--- config.mk ---
export PLATFORM = sky130hd
export DESIGN_NAME = twm_master
export DESIGN_NICKNAME = d
export VERILOG_FILES = /design/src/twm_pkg.sv /design/src/twm_master.sv /design/src/twm_sync.sv /design/src/twm_buf.sv
export VERILOG_INCLUDE_DIRS = /design/src
export SDC_FILE = /design/constraint.sdc
export NUM_CORES = 1
export LEC_CHECK = 0
export BUFFER_PORTS_ARGS = -buffer_cell sky130_fd_sc_hd__buf_2
export CORE_MARGIN = 8
export CORE_UTILIZATION = 58
export DETAILED_ROUTE_END_ITERATION = 8
export PLACE_DENSITY = 0.8
export SLEW_MARGIN = 20
export SYNTH_ARGS = -nofsm -noshare
export SYNTH_HDL_FRONTEND = slang
export SYNTH_SLANG_ARGS = --single-unit
--- constraint.sdc ---
create_clock -name clk_sys_in -period 3.2 [get_ports clk_sys_in]
set_input_delay 0.32 -clock clk_sys_in [delete_from_list [all_inputs] [get_ports clk_sys_in]]
set_output_delay 0.32 -clock clk_sys_in [all_outputs]
set_load 0.01 [all_outputs]
--- src/twm_consts.svh ---
`ifndef TWM_CONSTS_SVH
`define TWM_CONSTS_SVH

// ----------------------------------------
// timing
// ----------------------------------------
`define TWM_CLK_NS 40
`define TWM_T_LOW_NS 5000
`define TWM_T_HIGH_NS 5000
`define TWM_LOW_CYC ((`TWM_T_LOW_NS + `TWM_CLK_NS - 1) / `TWM_CLK_NS)
`define TWM_HIGH_CYC ((`TWM_T_HIGH_NS + `TWM_CLK_NS - 1) / `TWM_CLK_NS)

// ----------------------------------------
// sizes
// ----------------------------------------
`define TWM_BUF_DEPTH 2
`define TWM_ACK_BIT 4'h8

// ----------------------------------------
// status codes
// ----------------------------------------
`define TWM_ST_RESET 8'hFF
`define TWM_ST_START_OK 8'h01
`define TWM_ST_ADDR_ACK 8'h02
`define TWM_ST_ADDR_NACK 8'h03
`define TWM_ST_DATA_ACK 8'h04
`define TWM_ST_DATA_NACK 8'h05
`define TWM_ST_ARB_LOST 8'h06
`define TWM_ST_SLAVE_HIT 8'h07

`endif

--- src/twm_pkg.sv ---
package twm_pkg;

  typedef logic [7:0] twm_status_t;
  typedef logic [15:0] twm_cnt_t;

  // one write of bus_control_reg
  typedef struct packed {
    logic done_clr;
    logic start;
    logic stop;
  } twm_ctrl_s;

  typedef struct packed {
    logic scl;
    logic sda;
  } twm_pins_s;

  typedef enum logic [3:0] {
    ST_IDLE,
    ST_START_HOLD,
    ST_HOLD,
    ST_RS_LOW,
    ST_RS_REL,
    ST_BIT_LOW,
    ST_BIT_REL,
    ST_BIT_HIGH,
    ST_STOP_LOW,
    ST_STOP_REL,
    ST_STOP_HIGH,
    ST_SLAVE
  } twm_state_e;

endpackage : twm_pkg

--- src/twm_master.sv ---
`timescale 1ns/1ps
`include "twm_consts.svh"
module twm_master #(
  parameter int LOW_CYC = `TWM_LOW_CYC,
  parameter int HIGH_CYC = `TWM_HIGH_CYC,
  parameter int BUF_DEPTH = `TWM_BUF_DEPTH
) (
  // clock and reset
  input wire logic clk_sys_in,
  input wire logic sys_rst_in,
  // control writes
  input wire logic ctrl_wr_in,
  input wire twm_pkg::twm_ctrl_s ctrl_in,
  input wire logic [6:0] own_addr_in,
  // byte stream into the shift register
  input wire logic data_valid_in,
  input wire logic [7:0] data_in,
  output logic data_ready_out,
  // status
  output logic op_done_flag_out,
  output twm_pkg::twm_status_t bus_status_out,
  output logic [7:0] shift_data_out,
  output logic slave_mode_out,
  // open-drain bus pins
  input wire twm_pkg::twm_pins_s pins_in,
  output twm_pkg::twm_pins_s pins_out,
  output twm_pkg::twm_pins_s pins_oe_out
);
  import twm_pkg::*;

  localparam twm_cnt_t LOW_M1 = twm_cnt_t'(LOW_CYC - 1);
  localparam twm_cnt_t HIGH_M1 = twm_cnt_t'(HIGH_CYC - 1);

  twm_state_e state_reg;
  twm_cnt_t cnt_reg;
  logic [3:0] bit_idx_reg;
  logic [7:0] shift_data_reg;
  twm_ctrl_s bus_control_reg;
  twm_status_t bus_status_reg;
  twm_pins_s pins_oe_reg;
  twm_pins_s pins_s;
  logic [1:0] pins_sync;
  logic cmd_pend_reg;
  logic op_done_flag_reg;
  logic addr_phase_reg;
  logic slave_mode_reg;
  logic scl_prev_reg;
  logic sda_prev_reg;
  logic buf_valid;
  logic [7:0] buf_data;
  logic go;
  logic bus_free;
  logic low_done;
  logic high_done;
  logic ack_slot;
  logic scl_rise;
  logic stop_seen;
  logic arb_lost;
  logic byte_end;
  logic start_end;
  logic slave_hit;
  logic launch;
  logic cmd_take;
  logic done_set;
  twm_status_t done_code;

  // ----------------------------------------
  // pin sampling and byte buffer
  // ----------------------------------------
  twm_sync #(.W(2)) u_sync (
    .clk_sys_in(clk_sys_in),
    .sys_rst_in(sys_rst_in),
    .async_in({pins_in.scl, pins_in.sda}),
    .sync_out(pins_sync)
  );

  assign pins_s.scl = pins_sync[1];
  assign pins_s.sda = pins_sync[0];

  // a stalled engine leaves words here and back-pressures the writer
  twm_buf #(.W(8), .DEPTH(BUF_DEPTH)) u_buf (
    .clk_sys_in(clk_sys_in),
    .sys_rst_in(sys_rst_in),
    .in_valid_in(data_valid_in),
    .in_data_in(data_in),
    .in_ready_out(data_ready_out),
    .out_valid_out(buf_valid),
    .out_data_out(buf_data),
    .out_ready_in(launch)
  );

  // ----------------------------------------
  // events
  // ----------------------------------------
  always_comb begin
    go = !op_done_flag_reg && cmd_pend_reg;
    bus_free = pins_s.scl && pins_s.sda;
    low_done = (cnt_reg >= LOW_M1);
    high_done = (cnt_reg >= HIGH_M1);
    ack_slot = (bit_idx_reg == `TWM_ACK_BIT);
    scl_rise = pins_s.scl && !scl_prev_reg;
    stop_seen = pins_s.scl && pins_s.sda && !sda_prev_reg;
    // only a released one can lose, so the winner's bits stay intact on the wire
    arb_lost = (state_reg == ST_BIT_HIGH) && !ack_slot && shift_data_reg[7] && !pins_s.sda;
    byte_end = (state_reg == ST_BIT_HIGH) && ack_slot && (high_done || !pins_s.scl);
    start_end = (state_reg == ST_START_HOLD) && high_done;
    slave_hit = (state_reg == ST_SLAVE) && ack_slot && addr_phase_reg && (shift_data_reg[7:1] == own_addr_in);
    launch = (state_reg == ST_HOLD) && go && !bus_control_reg.start && !bus_control_reg.stop && buf_valid;
    cmd_take = go && (((state_reg == ST_IDLE) && (!bus_control_reg.start || bus_free)) ||
                      ((state_reg == ST_HOLD) && (bus_control_reg.start || bus_control_reg.stop || buf_valid)));
    done_set = start_end || byte_end || arb_lost || slave_hit;
    if (start_end) begin
      done_code = `TWM_ST_START_OK;
    end else if (arb_lost) begin
      done_code = `TWM_ST_ARB_LOST;
    end else if (slave_hit) begin
      done_code = `TWM_ST_SLAVE_HIT;
    end else if (addr_phase_reg) begin
      done_code = pins_s.sda ? `TWM_ST_ADDR_NACK : `TWM_ST_ADDR_ACK;
    end else begin
      done_code = pins_s.sda ? `TWM_ST_DATA_NACK : `TWM_ST_DATA_ACK;
    end
  end

  // ----------------------------------------
  // bus sequencer
  // ----------------------------------------
  always_ff @(posedge clk_sys_in or posedge sys_rst_in) begin
    if (sys_rst_in) begin
      state_reg <= ST_IDLE;
      cnt_reg <= '0;
      bit_idx_reg <= '0;
      shift_data_reg <= '0;
      pins_oe_reg <= '0;
      addr_phase_reg <= 1'b0;
      slave_mode_reg <= 1'b0;
    end else begin
      cnt_reg <= twm_cnt_t'(cnt_reg + 1'b1);
      unique case (state_reg)
        ST_IDLE: begin
          pins_oe_reg <= '0;
          slave_mode_reg <= 1'b0;
          if (cmd_take && bus_control_reg.start) begin
            pins_oe_reg.sda <= 1'b1;
            cnt_reg <= '0;
            state_reg <= ST_START_HOLD;
          end
        end
        ST_START_HOLD: begin
          if (start_end) begin
            pins_oe_reg.scl <= 1'b1;
            addr_phase_reg <= 1'b1;
            state_reg <= ST_HOLD;
          end
        end
        ST_HOLD: begin
          pins_oe_reg.scl <= 1'b1;
          if (cmd_take) begin
            cnt_reg <= '0;
            if (bus_control_reg.start) begin
              pins_oe_reg.sda <= 1'b0;
              state_reg <= ST_RS_LOW;
            end else if (bus_control_reg.stop) begin
              pins_oe_reg.sda <= 1'b1;
              state_reg <= ST_STOP_LOW;
            end else begin
              shift_data_reg <= buf_data;
              bit_idx_reg <= '0;
              pins_oe_reg.sda <= !buf_data[7];
              state_reg <= ST_BIT_LOW;
            end
          end
        end
        ST_RS_LOW: begin
          if (low_done) begin
            pins_oe_reg.scl <= 1'b0;
            state_reg <= ST_RS_REL;
          end
        end
        ST_RS_REL: begin
          if (pins_s.scl) begin
            pins_oe_reg.sda <= 1'b1;
            cnt_reg <= '0;
            state_reg <= ST_START_HOLD;
          end
        end
        ST_BIT_LOW: begin
          if (low_done) begin
            pins_oe_reg.scl <= 1'b0;
            state_reg <= ST_BIT_REL;
          end
        end
        ST_BIT_REL: begin
          // a slower master still holding the line stretches our low time
          if (pins_s.scl) begin
            cnt_reg <= '0;
            state_reg <= ST_BIT_HIGH;
          end
        end
        ST_BIT_HIGH: begin
          if (arb_lost) begin
            pins_oe_reg <= '0;
            shift_data_reg <= {shift_data_reg[6:0], 1'b0};
            bit_idx_reg <= 4'(bit_idx_reg + 1'b1);
            slave_mode_reg <= 1'b1;
            state_reg <= ST_SLAVE;
          end else if (byte_end) begin
            pins_oe_reg.scl <= 1'b1;
            pins_oe_reg.sda <= 1'b0;
            addr_phase_reg <= 1'b0;
            state_reg <= ST_HOLD;
          end else if (high_done || !pins_s.scl) begin
            // an early fall from another master ends our high time too
            pins_oe_reg.scl <= 1'b1;
            pins_oe_reg.sda <= (bit_idx_reg == 4'h7) ? 1'b0 : !shift_data_reg[6];
            shift_data_reg <= {shift_data_reg[6:0], shift_data_reg[7]};
            bit_idx_reg <= 4'(bit_idx_reg + 1'b1);
            cnt_reg <= '0;
            state_reg <= ST_BIT_LOW;
          end
        end
        ST_STOP_LOW: begin
          if (low_done) begin
            pins_oe_reg.scl <= 1'b0;
            state_reg <= ST_STOP_REL;
          end
        end
        ST_STOP_REL: begin
          if (pins_s.scl) begin
            cnt_reg <= '0;
            state_reg <= ST_STOP_HIGH;
          end
        end
        ST_STOP_HIGH: begin
          if (high_done) begin
            pins_oe_reg.sda <= 1'b0;
            state_reg <= ST_IDLE;
          end
        end
        ST_SLAVE: begin
          // only the address match is checked; no slave answer is given
          if (stop_seen) begin
            state_reg <= ST_IDLE;
          end else if (ack_slot) begin
            addr_phase_reg <= 1'b0;
          end else if (scl_rise) begin
            shift_data_reg <= {shift_data_reg[6:0], pins_s.sda};
            bit_idx_reg <= 4'(bit_idx_reg + 1'b1);
          end
        end
      endcase
    end
  end

  // ----------------------------------------
  // completion flag and control
  // ----------------------------------------
  // a completion in the cycle of a clearing write keeps the flag set
  always_ff @(posedge clk_sys_in or posedge sys_rst_in) begin
    if (sys_rst_in) begin
      op_done_flag_reg <= 1'b0;
    end else if (done_set) begin
      op_done_flag_reg <= 1'b1;
    end else if (ctrl_wr_in && ctrl_in.done_clr) begin
      op_done_flag_reg <= 1'b0;
    end
  end

  always_ff @(posedge clk_sys_in or posedge sys_rst_in) begin
    if (sys_rst_in) begin
      bus_control_reg <= '0;
      cmd_pend_reg <= 1'b0;
    end else begin
      if (ctrl_wr_in) begin
        bus_control_reg <= ctrl_in;
      end
      if (ctrl_wr_in && ctrl_in.done_clr) begin
        cmd_pend_reg <= 1'b1;
      end else if (cmd_take) begin
        cmd_pend_reg <= 1'b0;
      end
    end
  end

  always_ff @(posedge clk_sys_in or posedge sys_rst_in) begin
    if (sys_rst_in) begin
      bus_status_reg <= `TWM_ST_RESET;
      scl_prev_reg <= 1'b1;
      sda_prev_reg <= 1'b1;
    end else begin
      scl_prev_reg <= pins_s.scl;
      sda_prev_reg <= pins_s.sda;
      if (done_set) begin
        bus_status_reg <= done_code;
      end
    end
  end

  // ----------------------------------------
  // outputs
  // ----------------------------------------
  assign pins_out = '0;
  assign pins_oe_out = pins_oe_reg;
  assign op_done_flag_out = op_done_flag_reg;
  assign bus_status_out = bus_status_reg;
  assign shift_data_out = shift_data_reg;
  assign slave_mode_out = slave_mode_reg;
endmodule : twm_master

--- src/twm_sync.sv ---
`timescale 1ns/1ps
module twm_sync #(
  parameter int W = 2
) (
  // clock and reset
  input wire logic clk_sys_in,
  input wire logic sys_rst_in,
  // level crossing
  input wire logic [W-1:0] async_in,
  output logic [W-1:0] sync_out
);

  logic [W-1:0] meta_reg;

  // resets to ones: an idle open-drain bus reads high
  always_ff @(posedge clk_sys_in or posedge sys_rst_in) begin
    if (sys_rst_in) begin
      meta_reg <= '1;
      sync_out <= '1;
    end else begin
      meta_reg <= async_in;
      sync_out <= meta_reg;
    end
  end

endmodule : twm_sync

--- src/twm_buf.sv ---
`timescale 1ns/1ps
module twm_buf #(
  parameter int W = 8,
  parameter int DEPTH = 2
) (
  // clock and reset
  input wire logic clk_sys_in,
  input wire logic sys_rst_in,
  // fill side
  input wire logic in_valid_in,
  input wire logic [W-1:0] in_data_in,
  output logic in_ready_out,
  // drain side
  output logic out_valid_out,
  output logic [W-1:0] out_data_out,
  input wire logic out_ready_in
);

  localparam int PW = (DEPTH > 1) ? $clog2(DEPTH) : 1;
  localparam int CW = $clog2(DEPTH + 1);

  logic [W-1:0] mem [DEPTH];
  logic [PW-1:0] wr_ptr_reg;
  logic [PW-1:0] rd_ptr_reg;
  logic [CW-1:0] count_reg;
  logic [CW-1:0] count_next;
  logic push;
  logic pop;

  assign push = in_valid_in && in_ready_out;
  assign pop = out_valid_out && out_ready_in;
  assign out_valid_out = (count_reg != '0);
  assign out_data_out = mem[rd_ptr_reg];

  always_comb begin
    count_next = count_reg;
    if (push && !pop) begin
      count_next = CW'(count_reg + 1'b1);
    end else if (pop && !push) begin
      count_next = CW'(count_reg - 1'b1);
    end
  end

  always_ff @(posedge clk_sys_in) begin
    if (push) begin
      mem[wr_ptr_reg] <= in_data_in;
    end
  end

  // ready is registered so the port comes straight from a flip-flop
  always_ff @(posedge clk_sys_in or posedge sys_rst_in) begin
    if (sys_rst_in) begin
      wr_ptr_reg <= '0;
      rd_ptr_reg <= '0;
      count_reg <= '0;
      in_ready_out <= 1'b1;
    end else begin
      count_reg <= count_next;
      in_ready_out <= (count_next != CW'(DEPTH));
      if (push) begin
        wr_ptr_reg <= (wr_ptr_reg == PW'(DEPTH - 1)) ? '0 : PW'(wr_ptr_reg + 1'b1);
      end
      if (pop) begin
        rd_ptr_reg <= (rd_ptr_reg == PW'(DEPTH - 1)) ? '0 : PW'(rd_ptr_reg + 1'b1);
      end
    end
  end

endmodule : twm_buf

## Word-level counts from Yosys, hierarchy flattened

Memory sizes are Yosys's and may differ from the RTL's.
Index checks and enable logic that the tools add are counted.

- Flip-flop bits (word level): 59
- Latch bits: 0
- Bits in writable memories: 16
- Memory bits (read-only): 0
- Output and inout bits: 23
- Memories kept: 1

- Add/sub/neg operators: 6
- $mul: 0
- Divide/modulo/power cells: 0
- Order comparisons: 1
- Equality and inequality tests: 39
- Shift-type cells: 0
- Muxes and demuxes: 80
- Bitwise operators: 0
- Reductions and logical operators: 63

Memory list:

| name | words | bits a word | read ports | clocked after memory_dff | write ports | line | RTL |
|---|---|---|---|---|---|---|---|
| u_buf.mem | 2 | 8 | 1 | 0 | 1 | twm_buf.sv:22 | `logic [W-1:0] mem [DEPTH];` |

Operators with widths:

| cell | number |
|---|---|
| $mux 4 | 25 |
| $mux 16 | 6 |
| $mux 8 | 9 |
| $pmux 16 s4 | 1 |
| $pmux 4 s12 | 1 |
| $ne 2x2->1 const B | 17 |
| $logic_and 1x1->1 | 26 |
| $pmux 8 s3 | 1 |
| $mux 1 | 23 |
| $eq 4x3->1 const B | 5 |
| $eq 4x4->1 const B | 5 |
| $add 16x1->16 const B | 1 |
| $ge 16x7->1 const B | 1 |
| $logic_not 1->1 | 12 |
| $mux 3 | 4 |
| $pmux 4 s3 | 1 |
| $reduce_and 12->1 | 1 |
| $mux 2 | 5 |
| $ne 2x1->1 const B | 5 |
| $pmux 1 s5 | 2 |
| $reduce_bool 5->1 | 2 |
| $reduce_and 9->1 | 1 |
| $eq 4x2->1 const B | 2 |
| $logic_or 1x1->1 | 8 |
| 19 further kinds | 25 |

## Logic depth before layout (Yosys ltp)

Gate-level depths: netlist (run 1).

- Depth in word-level cells: 11
- Depth in mapped cells: 8
- Depth with buffers taken out: 7

## Hierarchy

Synthesis (run 1) repeated with hierarchy kept, for this count alone.

- Cell total of the unflattened synthesis: 380
- Area, all modules: 3842.4 um^2

By module, submodules not included:

| module | instances | cells each | area an instance (um^2) | sequential area each (um^2) |
|---|---|---|---|---|
| twm_master | 1 | 321 | 2854.0 | 1158.6 |
| twm_buf | 1 | 54 | 879.6 | 606.8 |
| twm_sync | 1 | 5 | 108.9 | 105.1 |

## Worst setup path after synthesis (run 1)

No wires, ideal clock.

- Kind: flip-flop to flip-flop
- Start point: register bit_idx_reg[0]
- End point: register shift_data_reg[0] (netlist: shift_data_out[0])
- Library setup time: 0.125 ns
- Data arrival time: 2.159 ns
- Data required time: 3.075 ns
- Slack: 0.916 ns
- Cell stages (with the launch flop): 9
- Path buffers: 1
- Clock period less this slack: 2.284 ns
- Cells stage by stage: dfrtp_1 inv_1 ha_1 and3b_1 a2111oi_0 o21ai_1 nor4b_2 buf_4 mux2_2

- Cells in the longest elaborated chain, start to end: 7

RTL lines:

| item | line | RTL |
|---|---|---|
| from (decl) | twm_master.sv:36 | `logic [3:0] bit_idx_reg;` |
| from (signal assigned) | twm_master.sv:204 | `bit_idx_reg <= 4'(bit_idx_reg + 1'b1);` |
| from (signal assigned) | twm_master.sv:217 | `bit_idx_reg <= 4'(bit_idx_reg + 1'b1);` |
| from (signal assigned) | twm_master.sv:248 | `bit_idx_reg <= 4'(bit_idx_reg + 1'b1);` |
| $eq 4x4->1 (no source line) (*) | -- |  |
| $logic_not 1->1 | twm_master.sv:104 | `arb_lost = (state_reg == ST_BIT_HIGH) && !ack_slot && shift_data_reg[7] && !pins_s.sda;` |
| $logic_and 1x1->1 (3 in series) | twm_master.sv:104 |  |
| $ne 3x2->1 (no source line) (tied with other cells) | -- |  |
| $reduce_and 9->1 (no source line) or $pmux 8 s3 (tied branches) | -- |  |
| to (signal assigned) | twm_master.sv:167 | `shift_data_reg <= buf_data;` |
| to (signal assigned) | twm_master.sv:203 | `shift_data_reg <= {shift_data_reg[6:0], 1'b0};` |
| to (signal assigned) | twm_master.sv:216 | `shift_data_reg <= {shift_data_reg[6:0], shift_data_reg[7]};` |
| to (decl) | twm_master.sv:37 | `logic [7:0] shift_data_reg;` |

Mark *: on every way between the ends. The rest lies on a longest branch, timed or not.
A chain may end at the register's enable or synchronous reset.

## Worst setup path after layout (run 1)

- Start point: register cnt_reg[10]
- End point: register shift_data_reg[1] (netlist: shift_data_out[1])

- Cells in the longest elaborated chain, start to end: 5

RTL lines:

| item | line | RTL |
|---|---|---|
| from (decl) | twm_master.sv:35 | `twm_cnt_t cnt_reg;` |
| from (signal assigned) | twm_master.sv:138 | `cnt_reg <= twm_cnt_t'(cnt_reg + 1'b1);` |
| $ge 16x7->1 (*) | twm_master.sv:99 | `high_done = (cnt_reg >= HIGH_M1);` |
| $logic_or 1x1->1 (*) | twm_master.sv:105, twm_master.sv:212 |  |
| $logic_and 1x1->1 | twm_master.sv:105 | `byte_end = (state_reg == ST_BIT_HIGH) && ack_slot && (high_done \|\| !pins_s.scl);` |
| $ne 3x3->1 (no source line) | -- |  |
| $reduce_and 9->1 (no source line) (*) | -- |  |
| to (signal assigned) | twm_master.sv:203 |  |
| to (signal assigned) | twm_master.sv:216 |  |
| to (signal assigned) | twm_master.sv:247 | `shift_data_reg <= {shift_data_reg[6:0], pins_s.sda};` |

Marks and branches as above.

==> impl_summary.log, run 1 <==
[metrics] Worst-Margin Slew: 0.683 ns
[metrics] type of the tightest min-delay check: input port to flip-flop
[metrics] # setup viols final: 0
[metrics] Die Y: slightly below 100 um
[metrics] most used flip-flop cell after synthesis: sky130_fd_sc_hd__dfrtp_1
[metrics] Yosys Warn Count: 0
[metrics] Max Buffers Root-to-Sink: 2
[metrics] net count reported at finish: 438
[metrics] Fin Hold WS: 0.0720 ns
[metrics] Max rail drop VDD: approximately 440 uV
[metrics] ratio of routed vias to standard cells: between 5 and 6
[metrics] number of instances resized during post-cts repair: 0
[metrics] ANT nets after route: 0
[metrics] number of global-route vias before repair: 2856
[metrics] Rel. slew slack: 0.541
[metrics] CP max FO: 12
[metrics] Worst Setup Start Kind: flip-flop
[metrics] Std-Cell Rows: 29
[metrics] final worst-path cycle share: 0.785
[metrics] layout cell share with drive strength beyond 1: 0.232
[metrics] global-route total usage across every layer: 0.173
[metrics] Power, Total: approximately 3.3 mW
[metrics] number of enable flip-flop cells after synthesis: 16
[metrics] starting density of the core: 0.599
[metrics] unrepaired setup endpoints after global routing: no
[metrics] # hold bufs at CTS: 0
[metrics] aggregate negative setup slack: 0 ns
[metrics] per-instance average area after synthesis: roughly 10 um^2
[metrics] Congestion Overflow GR: 0
[metrics] fraction of the yosys area taken by sequential cells: 0.494
[metrics] status: finished clean
[metrics] Max Clk Rate: around 400 MHz
[metrics] areal power density over the cells: around 790 nW/um^2
[metrics] Post-CTS Setup Repair Bufs: 0
[metrics] post-layout minimum cycle time: around 2.5 ns
[metrics] reported max-cap violation count: 0
[metrics] count of antenna diodes in the layout: 0
[metrics] arrival time at the worst endpoint: approximately 2.7 ns
[metrics] DR pass1 iterations: 5
[metrics] final number of max-transition violations: 0
[metrics] wire length per cell after detailed routing: between 15 and 20 um
[metrics] Unique masters post-synth: 60
[metrics] root buf cell: sky130_fd_sc_hd__clkbuf_8
[metrics] type of destination of the critical path: flip-flop
[metrics] wire length of the first global-routing pass: approximately 14 mm
[metrics] detailed router's first-iteration violation count: 249
[metrics] TritonCTS clock tree: built
[metrics] core region area: between 6000 and 7000 um^2
[metrics] skew final: 0.0119 ns
[metrics] post-synthesis instance area: approximately 3800 um^2
[metrics] Chip Width: around 97 um
[metrics] I/O pin count: 47
[metrics] clock input transition at the sequential cells of the worst setup and hold paths: about 0.07 ns
[metrics] area of the die: 9360 um^2
[metrics] Synth Instances: between 300 and 400
[metrics] flop-to-flop setup slack: ~0.7 ns
[metrics] total wire length: between 7 and 8 mm
[metrics] number of levels the H-tree was split into: 3
[metrics] Required @ worst endpoint: ~3.4 ns
[metrics] final weighted congestion in routability-driven placement: approximately 1
[metrics] insertion delay of the later-clocked pin in the worst-skew pair: approximately 0.35 ns
[metrics] critical path class: flip-flop to flip-flop
[metrics] register bit count reported by yosys: around 70
[metrics] Layout Area Growth over Synthesis: 10.5%
[metrics] Num CTS Buffers: 9
[metrics] number of clock sinks: 71
[metrics] Async S/R FF share, synth: 0.775
[metrics] static leakage: 1.84 nW
[metrics] count of input and output buffers: 44
[metrics] antenna violations before repair: 0
[metrics] overall via count from detail_route: a little under 3000
[metrics] pin count of the biggest net entering global routing: 56
[metrics] post-detailed-route DRC marker count: 0
[metrics] final HPWL from detailed placement: approximately 6 mm
[metrics] number of endpoints with negative hold slack in the final report: 0
[Yosys cell counts (3+ instances only)]
cell / count / area share
sky130_fd_sc_hd__dfrtp_1: 44 / 0.29
sky130_fd_sc_hd__nor2_1: 39 / 0.039
sky130_fd_sc_hd__nand2_1: 27 / 0.027
sky130_fd_sc_hd__inv_1: 20 / 0.020
sky130_fd_sc_hd__o21ai_0: 17 / 0.022
sky130_fd_sc_hd__edfxtp_1: 16 / 0.13
sky130_fd_sc_hd__mux2i_1: 13 / 0.034
sky130_fd_sc_hd__xnor2_1: 13 / 0.030
sky130_fd_sc_hd__mux2_2: 12 / 0.036
sky130_fd_sc_hd__xor2_1: 12 / 0.028
sky130_fd_sc_hd__a21oi_1: 11 / 0.015
sky130_fd_sc_hd__dfstp_2: 11 / 0.076
sky130_fd_sc_hd__nand3_1: 9 / 0.012
sky130_fd_sc_hd__nor2b_1: 8 / 0.013
sky130_fd_sc_hd__buf_4: 7 / 0.014
sky130_fd_sc_hd__nor4_1: 7 / 0.012
sky130_fd_sc_hd__clkbuf_1: 6 / 0.0060
sky130_fd_sc_hd__nand2b_1: 6 / 0.0099
sky130_fd_sc_hd__nor3_1: 6 / 0.0079
sky130_fd_sc_hd__o31ai_1: 6 / 0.012
sky130_fd_sc_hd__ha_1: 5 / 0.017
sky130_fd_sc_hd__a211oi_1: 4 / 0.0079
sky130_fd_sc_hd__and3_1: 4 / 0.0066
sky130_fd_sc_hd__buf_2: 4 / 0.0053
sky130_fd_sc_hd__nand4_1: 4 / 0.0066
sky130_fd_sc_hd__or2_2: 4 / 0.0066
sky130_fd_sc_hd__or3_1: 4 / 0.0066
sky130_fd_sc_hd__a2bb2oi_1: 3 / 0.0069
sky130_fd_sc_hd__a31oi_1: 3 / 0.0050
sky130_fd_sc_hd__nand4b_1: 3 / 0.0069
sky130_fd_sc_hd__o221ai_1: 3 / 0.0069
[path summary, 6_finish.rpt]
kind	startpoint	end	cells past startpoint
max in group asynchronous	sys_rst_in	shift_data_out[2]$_DFFE_PP0P_	3
worst max-delay path	cnt_reg[10]$_DFF_PP0_	shift_data_out[1]$_DFFE_PP0P_	6
worst min register to register	u_sync.meta_reg[0]$_DFF_PP1_	u_sync.sync_out[0]$_DFF_PP1_	0
min in group asynchronous	sys_rst_in	u_buf.wr_ptr_reg$_DFFE_PP0P_	3
worst min-delay path	pins_in[0]	u_sync.meta_reg[0]$_DFF_PP1_	1
worst max register to register	cnt_reg[10]$_DFF_PP0_	shift_data_out[1]$_DFFE_PP0P_	6
[cells by family after synthesis]
| family | count (synthesis) | synth area share |
|---|---|---|
| AND/OR/NAND/NOR | 133 | 0.183 |
| flip-flops | 71 | 0.494 |
| AO/OA/AOI/OAI | 67 | 0.120 |
| buffers and inverters | 41 | 0.0529 |
| multiplexers | 26 | 0.0741 |
| XOR/XNOR | 25 | 0.0579 |
| adder cells (fa/ha/maj) | 5 | 0.0165 |
| other | 1 | 0.000991 |
[metal layers]
metal | up-vias | GRT usage | wire length [um]
met5 | - | 0 | 0
met4 | 0 | 0.0817 | 247
met3 | 24 | 0.0519 | 570
met2 | 114 | 0.259 | 3610
met1 | 1356 | 0.222 | 3500
li1 | 1389 | - | -
[worst max-delay path, stage by stage, from the launching register on]
cell	delay, ns
sky130_fd_sc_hd__dfrtp_1	0.41
sky130_fd_sc_hd__or3_1	0.37
sky130_fd_sc_hd__a31o_2	0.31
sky130_fd_sc_hd__o21ai_2	0.43
sky130_fd_sc_hd__nor4b_2	0.28
sky130_fd_sc_hd__buf_4	0.25
sky130_fd_sc_hd__mux2_2	0.35
[report_power, final]
part           total, mW  internal (mW)  switching [mW]
clock network      0.612          0.277           0.335
registers           1.42           1.16           0.259
logic               1.26          0.596           0.664
total               3.29           2.04            1.26
[metrics by stage]
step	instances	cell area (um^2)	setup slack (ns)	utilization
global placement	475	4020	0.744	0.636
floorplan	370	3790	0.916	-
finish	491	4180	0.686	0.662
detailed placement	475	4020	0.674	0.636
global route	491	4180	0.494	0.662
CTS	491	4180	0.687	0.662
[cell usage in the layout (no fill, tap or decap), types with 3 or more instances in the layout]
cell type	n
sky130_fd_sc_hd__buf_4	5
sky130_fd_sc_hd__nand2b_1	6
sky130_fd_sc_hd__a21oi_1	11
sky130_fd_sc_hd__xor2_1	12
sky130_fd_sc_hd__mux2_2	12
sky130_fd_sc_hd__nor2_1	39
sky130_fd_sc_hd__nand4_1	4
sky130_fd_sc_hd__nor4_1	7
sky130_fd_sc_hd__mux2i_1	13
sky130_fd_sc_hd__nand4b_1	3
sky130_fd_sc_hd__o31ai_1	6
sky130_fd_sc_hd__dfrtp_1	44
sky130_fd_sc_hd__edfxtp_1	16
sky130_fd_sc_hd__inv_1	19
sky130_fd_sc_hd__ha_1	5
sky130_fd_sc_hd__nor2b_1	8
sky130_fd_sc_hd__a211oi_1	4
sky130_fd_sc_hd__buf_2	44
sky130_fd_sc_hd__and3_1	4
sky130_fd_sc_hd__nand3_1	9
sky130_fd_sc_hd__or2_2	4
sky130_fd_sc_hd__or3_1	4
sky130_fd_sc_hd__a31oi_1	3
sky130_fd_sc_hd__o21ai_0	17
sky130_fd_sc_hd__xnor2_1	13
sky130_fd_sc_hd__clkbuf_8	9
sky130_fd_sc_hd__nor3_1	6
sky130_fd_sc_hd__dfstp_2	11
sky130_fd_sc_hd__a2bb2oi_1	3
sky130_fd_sc_hd__o221ai_1	3
sky130_fd_sc_hd__nand2_1	27
[area by class of cell]
type / count / area (um^2)
clock buffers: 10 / 128
clock inverters: 6 / 37.5
fillers: 507 / 2130
inverters: 20 / 75.1
multi-input cells: 258 / 1720
flip-flops and latches: 71 / 1870
well taps: 77 / 96.3
repair buffers: 49 / 258
(Power assumes the default switching activity.)
==> run 2, diff against run 1 <==
CORE_UTILIZATION = 52   (was 58)
PLACE_DENSITY = 0.76   (was 0.8)
clock period = 2.2 ns   (was 3.2 ns; I/O delays follow)
==> impl_summary.log, run 2 (synthesized netlist as in run 1, its figures left out) <==
[metrics] DR pass1 iterations: 7
[metrics] top routing layer in use: met4
[metrics] clock input transition at the sequential cells of the worst setup and hold paths: ~0.08 ns
[metrics] root buf cell: sky130_fd_sc_hd__clkbuf_8
[metrics] final number of max-transition violations: 0
[metrics] core region area: a little over 7000 um^2
[metrics] Power, Total: approximately 5.5 mW
[metrics] type of destination of the critical path: flip-flop
[metrics] area of the die: between 10000 and 15000 um^2
[metrics] Fin Hold WS: -0.0104 ns
[metrics] static leakage: roughly 2.2 nW
[metrics] final weighted congestion in routability-driven placement: 0.924
[metrics] final HPWL from detailed placement: 6.75 mm
[metrics] net count reported at finish: 503
[metrics] unrepaired setup endpoints after global routing: yes
[metrics] antenna violations before repair: 0
[metrics] aggregate negative setup slack: 0 ns
[metrics] insertion delay of the later-clocked pin in the worst-skew pair: 0.34 ns
[metrics] Max Clk Rate: around 460 MHz
[metrics] commonest cells after routing, fill and taps aside: sky130_fd_sc_hd__buf_4 (64), sky130_fd_sc_hd__buf_2 (44), sky130_fd_sc_hd__dfrtp_1 (43)
[metrics] skew final: about 0.014 ns
[metrics] final worst-path cycle share: 0.990
[metrics] status: finished, violations left
[metrics] critical path class: flip-flop to flip-flop
[metrics] number of fillers in the final layout: around 560
[metrics] layout cell share with drive strength beyond 1: 0.361
[metrics] count of input and output buffers: between 40 and 50
[metrics] overall via count from detail_route: approximately 3200
[metrics] count of antenna diodes in the layout: 0
[metrics] TritonCTS clock tree: built
[metrics] Rel. slew slack: 0.519
[metrics] global-route total usage across every layer: 0.187
[metrics] utilization after layout: 0.679
[metrics] Chip Width: 101 um
[metrics] violations in the final reports: hold timing
[metrics] post-layout minimum cycle time: 2.18 ns
[metrics] number of global-route vias before repair: 3264
[metrics] I/O pin count: 47
[metrics] ratio of routed vias to standard cells: around 5.6
[metrics] number of levels the H-tree was split into: 3
[metrics] Worst-Margin Slew: between 0.7 and 0.8 ns
[metrics] Max Buffers Root-to-Sink: 2
[metrics] DR WL met2: approximately 4.7 mm
[metrics] Worst Setup Start Kind: flip-flop
[metrics] Die Y: 101 um
[metrics] pin count of the biggest net entering global routing: 36
[metrics] most common cell after layout, fill and taps aside: sky130_fd_sc_hd__buf_4
[metrics] Std-Cell Rows: 31
[metrics] Layout Area Growth over Synthesis: 28.0%
[metrics] # setup viols final: 0
[metrics] Congestion Overflow GR: 0
[metrics] type of the tightest min-delay check: input port to asynchronous set/reset pin
[metrics] reported max-cap violation count: 0
[metrics] arrival time at the worst endpoint: 2.45 ns
[metrics] wire length per cell after detailed routing: 16.4 um
[metrics] Num CTS Buffers: 9
[metrics] metal1 wirelength: about 4 mm
[metrics] total wire length: roughly 9.5 mm
[metrics] areal power density over the cells: 1140 nW/um^2
[metrics] number of endpoints with negative hold slack in the final report: 13
[metrics] CP max FO: 4
[metrics] number of clock sinks: a little over 70
[metrics] Max rail drop VDD: around 690 uV
[metrics] starting density of the core: 0.530
[metrics] met3 WL: 546 um
[metrics] wire length of the first global-routing pass: about 15 mm
[metrics] ANT nets after route: 0
[metrics] Required @ worst endpoint: 2.48 ns
[metrics] detailed router's first-iteration violation count: 182
[metrics] post-detailed-route DRC marker count: 0
[metrics] flop-to-flop setup slack: ~0.021 ns
run 2: changes by cell type in the layout (fill, tap and decap cells not counted), sizes merged:
cell	delta
dlygate4sd3	+2
inv	+1
clkinv	-2
bufinv	+1
buf	+63
run 2: critical path, stage by stage (launching register included):
cell and delay [ns]:
sky130_fd_sc_hd__dfrtp_1 0.44, sky130_fd_sc_hd__buf_6 0.14, sky130_fd_sc_hd__or4b_4 0.54, sky130_fd_sc_hd__or4_4 0.46, sky130_fd_sc_hd__mux2_4 0.33, sky130_fd_sc_hd__mux2i_4 0.15, sky130_fd_sc_hd__nand2_1 0.07
run 2: area by class of cell:
type / count / area [um^2] / area share
flip-flops and latches: 71 / 1870 / 0.386
well taps: 99 / 124 / 0.0256
repair buffers: 114 / 774 / 0.160
clock buffers: 10 / 128 / 0.0263
clock inverters: 6 / 60.1 / 0.0124
multi-input cells: 258 / 1810 / 0.374
inverters: 20 / 75.1 / 0.0155
run 2: what timing repair did:
| action | CTS | global route |
|---|---|---|
| gates resized for setup | 6 | 14 |
| hold endpoints to repair | 2 | 0 |
| setup endpoints to repair | 13 | 19 |
| buffers inserted | 3 | 2 |
| pin swaps | 3 | 6 |
| hold buffers | 2 | 0 |
run 2: routing by layer:
metal	global-route usage	up-vias
met3	0.0405	23
met4	0.0893	0
met1	0.218	1586
met5	0	-
met2	0.321	105
li1	-	1513
run 2: final timing paths:
kind | start | endpoint | cells past startpoint
min | sys_rst_in | shift_data_out[5]$_DFFE_PP0P_ | 2
min in group clk_sys_in | data_in[5] | u_buf.mem[0][5]$_DFFE_PP_ | 1
max in group asynchronous | sys_rst_in | cnt_reg[8]$_DFF_PP0_ | 3
max | state_reg[0]$_DFFE_PP0P_ | u_buf.in_ready_out$_DFF_PP1_ | 6
min reg2reg | u_sync.meta_reg[1]$_DFF_PP1_ | u_sync.sync_out[1]$_DFF_PP1_ | 0
max reg2reg | state_reg[0]$_DFFE_PP0P_ | u_buf.in_ready_out$_DFF_PP1_ | 6
run 2: report_power, final:
group          switching (mW)  internal, mW  total (mW)  leakage, nW
Combinational            1.30          1.26        2.55         1.27
Sequential              0.261          1.70        1.96        0.832
Clock                   0.497         0.520        1.02       0.0941
Total                    2.05          3.47        5.52         2.19
run 2: metrics by stage:
| step | cells | instance area, um^2 | worst slack, ns | hold slack [ns] |
|---|---|---|---|---|
| floorplan | 370 | 3800 | 0.00626 | 0.224 |
| global placement | 555 | 4490 | -0.250 | 0.327 |
| detailed placement | 555 | 4490 | -0.375 | 0.328 |
| CTS | 576 | 4760 | 0.0103 | 0.00839 |
| global route | 578 | 4840 | -0.0427 | 0.0431 |
| finish | 578 | 4840 | 0.0214 | -0.0104 |
==> run 3, diff against run 2 <==
BUFFER_PORTS_ARGS = default   (was -buffer_cell sky130_fd_sc_hd__buf_2)
CORE_UTILIZATION = 57   (was 52)
DONT_BUFFER_PORTS = 1   (was default)
PLACE_DENSITY = 0.75   (was 0.76)
SYNTH_HIERARCHICAL = 1   (was default)
==> impl_summary.log, run 3 <==
[metrics] commonest cells after routing, fill and taps aside: sky130_fd_sc_hd__buf_4 (69), sky130_fd_sc_hd__dfrtp_1 (43), sky130_fd_sc_hd__nand2_1 (40)
[metrics] most common cell after layout, fill and taps aside: sky130_fd_sc_hd__buf_4
[metrics] wire length per cell after detailed routing: 17.5 um
[metrics] global-route total usage across every layer: 0.193
[metrics] number of global-route vias before repair: approximately 3200
[metrics] fraction of the mapped netlist area in adder cells: 0.0163
[metrics] overall via count from detail_route: ~3100
[metrics] utilization after layout: 0.721
[metrics] Synth area leader: sky130_fd_sc_hd__dfrtp_1
[metrics] number of standard cells in the final layout excluding fillers: ~540
[metrics] Worst Setup Start Kind: flip-flop
[metrics] post-detailed-route DRC marker count: 0
[metrics] areal power density over the cells: approximately 1200 nW/um^2
[metrics] I/O pin count: 47
[metrics] Max Clk Rate: 405 MHz
[metrics] Congestion Overflow GR: 0
[metrics] portion of synthesized cell area occupied by the leading cell type: 0.287
[metrics] worst flop-to-flop path startpoint: bit_idx_reg[1]$_DFFE_PP0P_
[metrics] count of antenna diodes in the layout: 0
[metrics] ratio of routed vias to standard cells: approximately 5.8
[metrics] count of input and output buffers: 0
[metrics] Area contributors post-synth: sky130_fd_sc_hd__dfrtp_1 (29%), sky130_fd_sc_hd__edfxtp_1 (13%), sky130_fd_sc_hd__dfstp_2 (7.5%), sky130_fd_sc_hd__mux2_2 (4.4%), sky130_fd_sc_hd__nand2_1 (3.9%)
[metrics] simple-gate portion of the synthesized area: 0.187
[metrics] register bit count reported by yosys: a little over 70
[metrics] DR pass1 iterations: 4
[metrics] Inst Count DP: around 500
[metrics] Synth Instances: between 300 and 400
[metrics] synth cell count leaders: sky130_fd_sc_hd__dfrtp_1 (44), sky130_fd_sc_hd__nand2_1 (40), sky130_fd_sc_hd__nor2_1 (30)
[metrics] number of enable flip-flop cells after synthesis: 16
[metrics] per-instance average area after synthesis: ~10 um^2
[metrics] type of destination of the critical path: flip-flop
[metrics] ANT nets after route: 0
[metrics] Min-Delay Endpoint: bus_control_reg[1]$_DFFE_PP0P_
[metrics] Hold Crit Depth: 2
[metrics] violations in the final reports: setup timing
[metrics] Rel. slew slack: 0.593
[metrics] core region area: 6640 um^2
[metrics] post-layout minimum cycle time: around 2.5 ns
[metrics] Worst-Margin Slew: slightly above 0.6 ns
[metrics] Layout Area Growth over Synthesis: 24.6%
[metrics] Die Y: a little under 100 um
[metrics] antenna violations before repair: 0
[metrics] synthesized-area fraction occupied by ao, oa, aoi and oai cells: 0.123
[metrics] number of clock sinks: 71
[metrics] reported max-cap violation count: 0
[metrics] final worst-path cycle share: 1.12
[metrics] number of endpoints with negative hold slack in the final report: 0
[metrics] root buf cell: sky130_fd_sc_hd__clkbuf_8
[metrics] aggregate negative setup slack: -2.82 ns
[metrics] unrepaired setup endpoints after global routing: yes
[metrics] portion of netlist area occupied by mux cells: 0.0668
[metrics] most used flip-flop cell after synthesis: sky130_fd_sc_hd__dfrtp_1
[metrics] Required @ worst endpoint: between 2 and 2.5 ns
[metrics] wire length of the first global-routing pass: between 10 and 15 mm
[metrics] net count reported at finish: 480
[metrics] type of the tightest min-delay check: input port to flip-flop
[metrics] least setup slack across all paths after layout: -0.271 ns
[metrics] Yosys Warn Count: 6
[metrics] area of the die: 9620 um^2
[metrics] worst hold path startpoint: ctrl_wr_in
[metrics] clock input transition at the sequential cells of the worst setup and hold paths: approximately 0.08 ns
[metrics] Async S/R FF share, synth: 0.775
[metrics] number of levels the H-tree was split into: 3
[metrics] TritonCTS clock tree: built
[metrics] final weighted congestion in routability-driven placement: roughly 0.9
[metrics] fraction of the yosys area taken by sequential cells: 0.487
[metrics] critical register-to-register path endpoint: u_buf/in_ready_out$_DFF_PP1_
[metrics] top-count cell post-synth: sky130_fd_sc_hd__dfrtp_1
[metrics] detailed router's first-iteration violation count: ~160
[metrics] static leakage: about 2.1 nW
[metrics] Max Buffers Root-to-Sink: 2
[metrics] final HPWL from detailed placement: approximately 6.6 mm
[metrics] skew final: 0.0148 ns
[metrics] Max rail drop VDD: 641 uV
[metrics] layout cell share with drive strength beyond 1: 0.307
[metrics] flop-to-flop setup slack: -0.27 ns
[metrics] Std-Cell Rows: 30
[metrics] dominant combinational cell family by area after synthesis: simple AND/OR/NAND/NOR gates
[metrics] arrival time at the worst endpoint: about 2.7 ns
[metrics] total wire length: ~9.4 mm
[metrics] final number of max-transition violations: 0
[metrics] critical path class: flip-flop to flip-flop
[metrics] Chip Width: just under 100 um
[metrics] # setup viols final: 16
[metrics] XOR/XNOR Fraction of Synth Area: 0.0635
[metrics] Unique masters post-synth: 65
[metrics] Reg2Reg Depth: 10
[metrics] pin count of the biggest net entering global routing: 47
[metrics] starting density of the core: 0.578
[metrics] number of fillers in the final layout: 464
[metrics] Num CTS Buffers: 9
[metrics] insertion delay of the later-clocked pin in the worst-skew pair: between 0.3 and 0.4 ns
[metrics] CP max FO: 8
[metrics] status: finished, violations left
[metrics] post-synthesis instance area: roughly 3800 um^2
run 3: cell types whose count changed in the layout (fill, tap and decap cells not counted), sizes merged, moves of 4 or more:
cell	change
buf	-41
a21oi	-4
nand2	+13
dlygate4sd3	+10
mux2i	-11
o211ai	+5
o31ai	-4
mux2	+8
nor2	-9
run 3: timing repair:
action | CTS | global route
gates resized for setup | 6 | 24
hold endpoints to repair | 69 | 0
hold buffers | 12 | 0
cloned | 0 | 1
buffers inserted | 1 | 3
setup endpoints to repair | 19 | 36
pin swaps | 2 | 6
run 3: cell type report:
type                    count  area [um^2]  area share
repair buffers             84          668       0.139
flip-flops and latches     71         1870       0.391
multi-input cells         264         1900       0.397
clock buffers               9          124      0.0259
well taps                  80          100      0.0209
inverters                  21         78.8      0.0165
clock inverters             7         46.3     0.00967
run 3: where the power goes:
group	switching [mW]	internal [mW]	total [mW]
logic	1.46	1.43	2.89
clock network	0.504	0.409	0.913
registers	0.326	1.70	2.02
total	2.29	3.54	5.83
run 3: worst max path at each step:
stage | start | to | slack, ns | depth (start not counted)
after detailed placement | bit_idx_reg[1]$_DFFE_PP0P_ | u_buf/in_ready_out$_DFF_PP1_ | -0.33 | 10
after global routing | bit_idx_reg[1]$_DFFE_PP0P_ | u_buf/in_ready_out$_DFF_PP1_ | -0.34 | 10
after floorplan | cnt_reg[9]$_DFF_PP0_ | u_buf/in_ready_out$_DFF_PP1_ | -0.55 | 12
after global placement | cnt_reg[9]$_DFF_PP0_ | u_buf/in_ready_out$_DFF_PP1_ | -0.23 | 8
final | bit_idx_reg[1]$_DFFE_PP0P_ | u_buf/in_ready_out$_DFF_PP1_ | -0.27 | 10
after CTS | bit_idx_reg[1]$_DFFE_PP0P_ | u_buf/in_ready_out$_DFF_PP1_ | -0.23 | 10
run 3: cells by family after synthesis:
group	Yosys count
AOI/OAI and AO/OA	68
buffers and inverters	46
DFF	71
other	1
xor gates and xnor gates	27
and+or+nand+nor	139
adders and majority gates	5
muxes	23
run 3: per-stage QoR:
| stage | hold slack (ns) | area [um^2] | total power [mW] | setup slack (ns) |
|---|---|---|---|---|
| after floorplan | -0.00221 | 3910 | 3.76 | -0.547 |
| after global placement | 0.0246 | 4360 | 4.53 | -0.231 |
| after detailed placement | 0.0319 | 4360 | 4.62 | -0.335 |
| after CTS | 0.00279 | 4680 | 5.60 | -0.234 |
| after global routing | 0.00592 | 4790 | 6.16 | -0.342 |
| final | 0.0247 | 4790 | 5.83 | -0.271 |
run 3: critical path, stage by stage (launching register included):
cell and delay (ns):
sky130_fd_sc_hd__dfrtp_1 0.38, sky130_fd_sc_hd__inv_2 0.06, sky130_fd_sc_hd__ha_4 0.15, sky130_fd_sc_hd__and3b_2 0.22, sky130_fd_sc_hd__a2111oi_4 0.31, sky130_fd_sc_hd__o21ai_2 0.10
sky130_fd_sc_hd__or4_4 0.59, sky130_fd_sc_hd__nor2_4 0.12, sky130_fd_sc_hd__nand2b_4 0.12, sky130_fd_sc_hd__xnor2_4 0.16, sky130_fd_sc_hd__a211oi_2 0.18
run 3: metal layers:
metal | wire length (um) | global-route usage | vias to the layer above | part of all wire
li1 | - | - | 1474 | -
met1 | 3950 | 0.228 | 1501 | 0.42
met2 | 4690 | 0.322 | 109 | 0.50
met3 | 561 | 0.0434 | 17 | 0.060
met4 | 197 | 0.0971 | 0 | 0.021
met5 | 0 | 0 | - | 0
